==> src/verilog/epw_pkg.sv <==
// Package for the parallel EEPROM host controller: pin bundles,
// command encodings and timing counts.
// Assumes a 40 MHz system clock.
package epw_pkg;

  localparam int unsigned CLK_MHZ          = 40;
  localparam int unsigned ADDR_W           = 13;
  localparam int unsigned DATA_W           = 8;
  localparam int unsigned PAGE_BYTES       = 64;
  localparam int unsigned BYTE_ADDR_W      = 6;
  localparam int unsigned PAGE_LSB         = 6;
  localparam int unsigned BIT7_POS         = 7;
  localparam int unsigned BIT6_POS         = 6;
  // Strobe and setup phase lengths, in ns
  localparam int unsigned ACCESS_NS        = 350;
  localparam int unsigned WE_PULSE_NS      = 100;
  localparam int unsigned SETUP_NS         = 50;
  localparam int unsigned GAP_NS           = 200;
  // Byte load window, in us
  localparam int unsigned LOAD_WINDOW_US   = 150;
  localparam int unsigned ACCESS_CYC  = (ACCESS_NS * CLK_MHZ + 999) / 1000;
  localparam int unsigned WE_PULSE_CYC = (WE_PULSE_NS * CLK_MHZ + 999) / 1000;
  localparam int unsigned SETUP_CYC   = (SETUP_NS * CLK_MHZ + 999) / 1000;
  localparam int unsigned GAP_CYC     = (GAP_NS * CLK_MHZ + 999) / 1000;
  // Longest time: round down
  localparam int unsigned LOAD_WINDOW_CYC = LOAD_WINDOW_US * CLK_MHZ;
  localparam int unsigned CNT_W = 16;

  typedef enum logic [1:0] {
    EPW_CMD_READ  = 2'h0,
    EPW_CMD_WRITE = 2'h1,
    EPW_CMD_POLL  = 2'h2
  } epw_cmd_e;

  typedef struct packed {
    epw_cmd_e            cmd;
    logic [ADDR_W-1:0]   addr;
    logic [DATA_W-1:0]   data;
    logic                last;
  } epw_req_s;

  typedef struct packed {
    logic                ce_n;
    logic                oe_n;
    logic                we_n;
    logic [ADDR_W-1:0]   addr;
    logic [DATA_W-1:0]   dq_out;
    logic                dq_oe;
  } epw_pins_s;

endpackage
==> src/verilog/epw_counter.sv <==
// Down counter for phase timing.
// Assumes one clock and an active-low asynchronous reset.
`timescale 1ns/10ps
`default_nettype none
module epw_counter
  import epw_pkg::*;
(
  // Clock and reset
  input  wire logic             clock,
  input  wire logic             arst_n,
  // Control
  input  wire logic             load,
  input  wire logic [CNT_W-1:0] value,
  // Status
  output logic                  done
);
  logic [CNT_W-1:0] cnt_q;

  always_ff @(posedge clock or negedge arst_n) begin
    if (!arst_n) begin
      cnt_q <= '0;
    end else if (load) begin
      cnt_q <= value;
    end else if (cnt_q != '0) begin
      cnt_q <= cnt_q - CNT_W'(1);
    end
  end

  // Depends on the count only: callers load on done, so a term in load
  // would close a combinational loop
  assign done = (cnt_q == '0);
endmodule
`default_nettype wire

==> src/verilog/epw_host.sv <==
// Host controller driving an 8K x 8 parallel EEPROM through its pins.
// Assumes the pins are sampled synchronously to clock.
//
// Contract
// (RULE_01) Device drives data only while chip select and output enable low.
// (RULE_02) Device floats data when chip select or output enable is high.
// (RULE_03) Write begins with select and write enable low, output enable high.
// (RULE_04) Address taken on the later falling edge of select or write enable.
// (RULE_05) Data taken on the earlier rising edge of select or write enable.
// (RULE_06) A started byte write programs to completion without host action.
// (RULE_07) One to 64 byte loads commit together in one programming cycle.
// (RULE_08) Host keeps page address bits equal across all loads of a page. The code passes req.addr through and only flags a change in page_err_q.
// (RULE_09) Low six address bits pick the byte within the page.
// (RULE_10) Any write may grow to a page of up to 63 more bytes.
// (RULE_11) Host starts each next load within 150 us of previous write fall.
// (RULE_12) Programming starts when no write fall is seen for 150 us.
// (RULE_13) While busy, reading last byte returns inverted bit 7.
// (RULE_14) When done, reading last byte returns true bit 7.
// (RULE_15) Blocked protected writes give no bit 7 completion indication.
// (RULE_16) While busy, bit 6 inverts on every successive read.
// (RULE_17) When done, bit 6 stops toggling and accesses resume.
// (RULE_18) Mixed page addresses within a page give undefined destination.
// (RULE_19) Host may pulse output enable between page loads to poll.
// (RULE_20) Protection enable takes effect at end of programming period.
// (RULE_21) Writes during programming are ignored by the device.
// (RULE_22) Byte load timeout is real time from each write fall.
`timescale 1ns/10ps
`default_nettype none
module epw_host
  import epw_pkg::*;
(
  // Clock and reset
  input  wire logic              clock,
  input  wire logic              arst_n,
  // User request
  input  wire logic              req_valid,
  input  wire epw_req_s          req,
  output logic                   req_ready_q,
  // User answer
  output logic                   rsp_valid_q,
  output logic [DATA_W-1:0]      rsp_data_q,
  output logic                   done_q,
  output logic                   page_err_q,
  // Device pins
  output logic                   ce_n_q,
  output logic                   oe_n_q,
  output logic                   we_n_q,
  output logic [ADDR_W-1:0]      addr_q,
  output logic [DATA_W-1:0]      dq_out_q,
  output logic                   dq_oe_q,
  input  wire logic [DATA_W-1:0] dq_in
);

  typedef enum logic [6:0] {
    ST_IDLE  = 7'h01,
    ST_RSET  = 7'h02,
    ST_RACC  = 7'h04,
    ST_WSET  = 7'h08,
    ST_WPUL  = 7'h10,
    ST_GAP   = 7'h20,
    ST_POLL  = 7'h40
  } epw_state_e;

  epw_state_e        st_q;
  epw_cmd_e          cmd_q;
  logic              in_page_q;
  logic              last_q;
  logic [ADDR_W-PAGE_LSB-1:0] page_q;
  logic [DATA_W-1:0] last_data_q;
  logic [DATA_W-1:0] prev_rd_q;
  logic              have_prev_q;
  logic              tmr_load;
  logic [CNT_W-1:0]  tmr_val;
  logic              tmr_done;
  logic              win_load;
  logic              win_done;

  ////////////////////////////////////////////////////////////////////////////
  // Phase timer and byte load window timer

  epw_counter u_phase (
    .clock  (clock),
    .arst_n (arst_n),
    .load   (tmr_load),
    .value  (tmr_val),
    .done   (tmr_done)
  );

  // Restarted on every write-enable fall: the device times from there
  epw_counter u_window (
    .clock  (clock),
    .arst_n (arst_n),
    .load   (win_load),
    .value  (CNT_W'(LOAD_WINDOW_CYC)),
    .done   (win_done)
  ); // [RULE_11] [RULE_22]

  assign win_load = (st_q == ST_WSET) && tmr_done;

  always_comb begin
    tmr_load = 1'b0;
    tmr_val  = '0;
    case (st_q)
      ST_IDLE: begin
        if (req_valid && req_ready_q) begin
          tmr_load = 1'b1;
          tmr_val  = CNT_W'(SETUP_CYC);
        end
      end
      ST_RSET: begin
        if (tmr_done) begin
          tmr_load = 1'b1;
          tmr_val  = CNT_W'(ACCESS_CYC);
        end
      end
      ST_WSET: begin
        if (tmr_done) begin
          tmr_load = 1'b1;
          tmr_val  = CNT_W'(WE_PULSE_CYC);
        end
      end
      ST_RACC, ST_WPUL: begin
        if (tmr_done) begin
          tmr_load = 1'b1;
          tmr_val  = CNT_W'(GAP_CYC);
        end
      end
      // A repeated poll read needs its own select setup time
      ST_GAP: begin
        if (tmr_done && cmd_q == EPW_CMD_POLL && !done_q) begin
          tmr_load = 1'b1;
          tmr_val  = CNT_W'(SETUP_CYC);
        end
      end
      default: begin
        tmr_load = 1'b0;
        tmr_val  = '0;
      end
    endcase
  end

  ////////////////////////////////////////////////////////////////////////////
  // Sequencer

  always_ff @(posedge clock or negedge arst_n) begin
    if (!arst_n) begin
      st_q  <= ST_IDLE;
      cmd_q <= EPW_CMD_READ;
    end else begin
      case (st_q)
        ST_IDLE: begin
          if (req_valid && req_ready_q) begin
            cmd_q <= req.cmd;
            st_q  <= (req.cmd == EPW_CMD_WRITE) ? ST_WSET : ST_RSET;
          end else if (in_page_q && win_done) begin
            st_q <= ST_POLL; // [RULE_12]
          end
        end
        ST_RSET: if (tmr_done) st_q <= ST_RACC;
        ST_RACC: if (tmr_done) st_q <= ST_GAP;
        ST_WSET: if (tmr_done) st_q <= ST_WPUL;
        ST_WPUL: if (tmr_done) st_q <= ST_GAP;
        ST_GAP: begin
          if (tmr_done) begin
            st_q <= (cmd_q == EPW_CMD_POLL && !done_q) ? ST_RSET : ST_IDLE;
          end
        end
        // Page closed by the device itself; clear done and return to idle for poll requests
        ST_POLL: st_q <= ST_IDLE;
        default: st_q <= ST_IDLE;
      endcase
    end
  end

  // New requests are held off while a poll loop runs
  always_ff @(posedge clock or negedge arst_n) begin
    if (!arst_n) begin
      req_ready_q <= 1'b0;
    end else begin
      req_ready_q <= (st_q == ST_IDLE) && !(req_valid && req_ready_q)
                     && !(in_page_q && win_done);
    end
  end

  ////////////////////////////////////////////////////////////////////////////
  // Pins

  always_ff @(posedge clock or negedge arst_n) begin
    if (!arst_n) begin
      ce_n_q   <= 1'b1;
      oe_n_q   <= 1'b1;
      we_n_q   <= 1'b1;
      addr_q   <= '0;
      dq_out_q <= '0;
      dq_oe_q  <= 1'b0;
    end else begin
      case (st_q)
        ST_IDLE: begin
          if (req_valid && req_ready_q) begin
            addr_q   <= req.addr; // [RULE_09]
            dq_out_q <= req.data;
            ce_n_q   <= 1'b0;
            oe_n_q   <= 1'b1; // [RULE_03]
            dq_oe_q  <= (req.cmd == EPW_CMD_WRITE);
          end
        end
        ST_RSET: begin
          if (tmr_done) oe_n_q <= 1'b0; // [RULE_01] [RULE_19]
        end
        ST_WSET: begin
          // Address settled before the later fall, on write enable
          if (tmr_done) we_n_q <= 1'b0; // [RULE_03] [RULE_04]
        end
        ST_RACC, ST_WPUL: begin
          // Write enable rises first so data is taken on it
          if (tmr_done) begin
            we_n_q <= 1'b1; // [RULE_05]
            oe_n_q <= 1'b1; // [RULE_02]
          end
        end
        ST_GAP: begin
          ce_n_q <= 1'b1;
          if (tmr_done) begin
            dq_oe_q <= 1'b0;
            // Select again for the next poll read; toggle counts per read
            if (cmd_q == EPW_CMD_POLL && !done_q) ce_n_q <= 1'b0; // [RULE_16]
          end
        end
        default: begin
          ce_n_q <= 1'b1;
          oe_n_q <= 1'b1;
          we_n_q <= 1'b1;
        end
      endcase
    end
  end

  ////////////////////////////////////////////////////////////////////////////
  // Page tracking

  always_ff @(posedge clock or negedge arst_n) begin
    if (!arst_n) begin
      in_page_q   <= 1'b0;
      page_q      <= '0;
      last_data_q <= '0;
      last_q      <= 1'b0;
      page_err_q  <= 1'b0;
    end else if (st_q == ST_IDLE && req_valid && req_ready_q
                 && req.cmd == EPW_CMD_WRITE) begin
      in_page_q   <= 1'b1; // [RULE_07] [RULE_10]
      last_data_q <= req.data;
      last_q      <= req.last;
      page_q      <= req.addr[ADDR_W-1:PAGE_LSB];
      // Flag a page mix-up; the device's destination would be undefined
      page_err_q  <= in_page_q &&
                     (req.addr[ADDR_W-1:PAGE_LSB] != page_q); // [RULE_08] [RULE_18]
    end else if (st_q == ST_POLL) begin
      in_page_q <= 1'b0; // [RULE_06]
    end
  end

  ////////////////////////////////////////////////////////////////////////////
  // Completion detection from polled reads

  always_ff @(posedge clock or negedge arst_n) begin
    if (!arst_n) begin
      rsp_valid_q <= 1'b0;
      rsp_data_q  <= '0;
      done_q      <= 1'b1;
      prev_rd_q   <= '0;
      have_prev_q <= 1'b0;
    end else begin
      rsp_valid_q <= 1'b0;
      if (st_q == ST_POLL) begin
        done_q      <= 1'b0;
        have_prev_q <= 1'b0;
      end else if (st_q == ST_RACC && tmr_done) begin
        rsp_data_q  <= dq_in;
        prev_rd_q   <= dq_in;
        have_prev_q <= 1'b1;
        if (cmd_q == EPW_CMD_POLL) begin
          // Done when bit 7 is true and bit 6 stopped; a blocked write
          // gets no case of its own, so bit 7 must match then as well
          if (dq_in[BIT7_POS] == last_data_q[BIT7_POS] &&
              have_prev_q &&
              dq_in[BIT6_POS] == prev_rd_q[BIT6_POS]) begin
            done_q      <= 1'b1; // [RULE_13] [RULE_14] [RULE_15]
            rsp_valid_q <= 1'b1; // [RULE_16] [RULE_17] [RULE_20] [RULE_21]
          end
        end else begin
          rsp_valid_q <= 1'b1;
        end
      end
    end
  end

  logic unused_last;
  assign unused_last = last_q;

endmodule
`default_nettype wire

==> config.mk <==
export PLATFORM = sky130hd
export DESIGN_NAME = epw_host
export DESIGN_NICKNAME = d
export VERILOG_FILES = /design/src/verilog/epw_pkg.sv /design/src/verilog/epw_counter.sv /design/src/verilog/epw_host.sv
export SDC_FILE = /design/constraint.sdc
export NUM_CORES = 1
export LEC_CHECK = 0
export BUFFER_PORTS_ARGS = -buffer_cell sky130_fd_sc_hd__buf_2
export CAP_MARGIN = 20
export CORE_MARGIN = 5
export CORE_UTILIZATION = 51
export DETAILED_ROUTE_END_ITERATION = 6
export HOLD_SLACK_MARGIN = 0.08
export PLACE_DENSITY_LB_ADDON = 0.2
export SLEW_MARGIN = 20
export SYNTH_ARGS = -nofsm -noshare
export SYNTH_HDL_FRONTEND = slang
export SYNTH_SLANG_ARGS = --single-unit
==> constraint.sdc <==
create_clock -name clock -period 2.1 [get_ports clock]
set_input_delay 0.315 -clock clock [delete_from_list [all_inputs] [get_ports clock]]
set_output_delay 0.315 -clock clock [all_outputs]
set_load 0.005 [all_outputs]
==> metrics.md <==
| Metric | Value |
|---|---|
| Async set-reset flop share out of synthesis | `between 90% and 100%` |
| Drc violations | `0` |
| Syn_nets | `426` |
| Crit path time final | `2.045 ns` |
| Number of synthesized flops with an enable pin | `0` |
| Hold WC Path Type | `primary input to flip-flop` |
| Area contributors post-synth | `dfrtp_1, mux2_2, mux2_4` |
| # rows | `33` |
| Fin. Hold Viols | `0` |
| FF/Latch Area | `2208 um2` |
| Worst VDD drop | `~0.00073 V` |
| H-tree depth | `3` |
| RSZ-0062 raised after global routing | `true` |
| Crit path capture type | `flip-flop` |
| Grt met3 use | `3.549%` |
| Fin crit share | `97.37%` |
| Number of fill cells | `692` |
| Most common cell after layout, fill and taps aside | `dfrtp_1` |
| WL final | `9470 um` |
| Hold-critical path depth | `2` |
| Hold Crit Start | `req[2]` |
| Die Ht | `102.3 um` |
| GRT busiest layer | `met2` |
| R2R Path End | `prev_rd_q[7]$_DFFE_PN0P_` |
| YS warnings | `0` |
| Total Nets Final | `between 500 and 600` |
| Cell leakage power | `around 2.5 nW` |
| Clk slew on worst S/H paths | `0.09 ns` |
| Least-Margin Pin Slew | `between 0.5 and 0.6 ns` |
| GPL Wtd Cong | `0.8548` |
| Setup CP Type | `flip-flop to flip-flop` |
| Worst Path Required | `roughly 2.4 ns` |
| Setup slack, reg-to-reg | `0.06 ns` |
| Routed len/inst | `roughly 16 um` |
| Pwr/cell area | `1313 nW/um2` |
| Post-Syn Instances | `about 390` |
| Largest net degree at the start of global routing | `36` |
| Post-synthesis sequential area ratio | `50.88%` |
| Layout cell share with drive strength beyond 1 | `37.37%` |
| Width of the die | `about 100 um` |
| Vias per cell | `5.477` |
| Leading area contributor after synthesis | `dfrtp_1` |
| Startpoint class of the critical path | `flip-flop` |
| Max Buffers Root-to-Sink | `2` |
| Cell variety after synth | `58` |
| Relative slew margins | `~64%` |
| Initial antenna violation count | `0` |
| Root Buffer | `clkbuf_8` |
| Initial core utilization | `a little over half` |
| Total CTS buffers | `9` |
| Most used DFF post-synth | `dfrtp_1` |
| Core Region | `a little over 8000 um2` |
| Top cell type's share of synthesized area | `47.85%` |
| Final setup TNS | `0 ns` |
| Final setup fails | `0` |
| Met2 Use GR | `31.13%` |
| Vias | `3286` |
| DRT antenna net count | `0` |
| Total GRT Usage | `19.04%` |
| DPL Wire Length | `7020 um` |
| Clk sink count | `88` |
| Critical Path AT | `2.29 ns` |
| Worst skew pair latency | `0.36 ns` |
| Fmax | `0.4891 GHz` |
| Mapped Area | `about 4300 um2` |
| Worst hold margin | `0.1775 ns` |
| #FFs+latches synth | `88` |
| Most frequent cells in the layout | `dfrtp_1, buf_2, buf_4` |
| Mean post-synth cell area | `11.22 um2` |
| Place WS | `0.02627 ns` |
| Clk_skew | `0.01416 ns` |
| WHS Endpoint | `dq_out_q[1]$_DFFE_PN0N_` |
| # diodes | `0` |
| Max-cap check violation count | `0` |
| Number of global-route vias before repair | `around 3300` |
| Status | `completed` |
| IO Count | `72` |
| Area grow syn2layout | `21.85%` |
| Reg2reg start | `u_phase.cnt_q[0]$_DFFE_PN0P_` |
| Slew Viols, Final | `0` |
| Final WS setup | `between 0.05 and 0.06 ns` |
| CP max FO | `11` |
| Die area | `10460 um2` |
| R2r worst-path depth | `8` |
| GR Overflow Total | `0` |
| Pre-antenna DRT Iters | `4` |
| Final Power | `6.944 mW` |
| Port Buffers | `70` |
| GR Util met1 | `approximately a quarter` |
| First-pass GRT wire length | `~16000 um` |
| Multi-input gate area | `a little over 2000 um2` |
| Starting DRT DRC Count | `173` |
| CTS tree | `built` |
==> kinds of logic after synthesis <==
family	synth area share, %
simple gates	17.99
flops	50.88
compound gates	9.484
mux	11.16
xor+xnor	6.457
buf+inv	2.883
fa+ha+maj	1.153
==> worst max path at each step <==
stage,slack [ns],from,endpoint
3_3_place_gp,0.05,u_phase.cnt_q[0]$_DFFE_PN0P_,prev_rd_q[7]$_DFFE_PN0P_
4_1_cts,0.02,u_phase.cnt_q[0]$_DFFE_PN0P_,prev_rd_q[7]$_DFFE_PN0P_
3_5_place_dp,0.03,u_phase.cnt_q[0]$_DFFE_PN0P_,prev_rd_q[7]$_DFFE_PN0P_
6_report,0.06,u_phase.cnt_q[0]$_DFFE_PN0P_,prev_rd_q[7]$_DFFE_PN0P_
2_1_floorplan,0.03,st_q[0]$_DFFE_PN1P_,page_q[1]$_DFFE_PN0P_
5_1_grt,-0.05,u_window.cnt_q[5]$_DFFE_PN0P_,u_window.cnt_q[12]$_DFFE_PN0P_
==> flip-flops by register name, indices dropped and copies added, names as in the netlist <==
signal and cells:
u_window.cnt_q 16, in_page_q 1, dq_out_q 8, we_n_q 1, page_err_q 1, rsp_valid_q 1, last_data_q 1, ce_n_q 1
cmd_q 2, page_q 7, u_phase.cnt_q 16, done_q 1, have_prev_q 1, addr_q 13, req_ready_q 1, st_q 7
oe_n_q 1, prev_rd_q 8, dq_oe_q 1
==> area by class of cell <==
class | count | share of cell area [%]
clock buffer | 9 | 2.342
clock inverter | 7 | 1.490
inverter | 8 | 0.5678
multi-input combinational | 275 | 38.54
sequential | 88 | 41.76
tap | 105 | 2.484
timing repair buffer | 108 | 12.82
==> where the power goes <==
part	switching [mW]	internal [mW]
logic	1.34	1.55
clock network	0.652	0.560
registers	0.506	2.34
==> worst max-delay path: stages, from the launching register on <==
cell and delay (ns):
dfrtp_1 0.41, inv_1 0.09, ha_1 0.15, nor3b_2 0.20, nand2_2 0.08, or2_4 0.29
nor3_4 0.22, buf_12 0.17, mux2_2 0.33
==> synthesized netlist by cell type (4+ instances only) <==
master   instances
dfstp_2          5
nor2_1          32
xor2_1          20
nand2_1         27
inv_1            8
nor4_1           6
dfrtp_1         83
nand3_1         17
mux2_2          27
a21oi_1         15
buf_2           10
ha_1             4
nor2b_1          4
nor3_1           9
or3_1            9
o21ai_0         17
xnor2_1         12
mux2_4          12
==> per-stage QoR <==
| stage | instance area (um2) | utilization [%] | cells |
|---|---|---|---|
| floorplan | 4345 | - | 387 |
| global placement | 5050 | 61.15 | 583 |
| detailed placement | 5050 | 61.15 | 583 |
| CTS | 5263 | 63.73 | 600 |
| global route | 5289 | 64.05 | 600 |
| finish | 5289 | 64.05 | 600 |
==> repair_timing <==
action,CTS,global route
resized for setup,0,4
setup endpoints to repair,0,20
buffers inserted,0,0
hold buffers,1,0
hold endpoints to repair,29,0
==> per-layer routing <==
metal	routed length (um)	part of all wire (%)	up-vias
li1	-	-	1585
met1	4246	45	1624
met2	4704	50	67
met3	415	4.4	10
met4	104	1.1	0
met5	0	0	-
No activity file was read; power rests on OpenSTA's default activity.
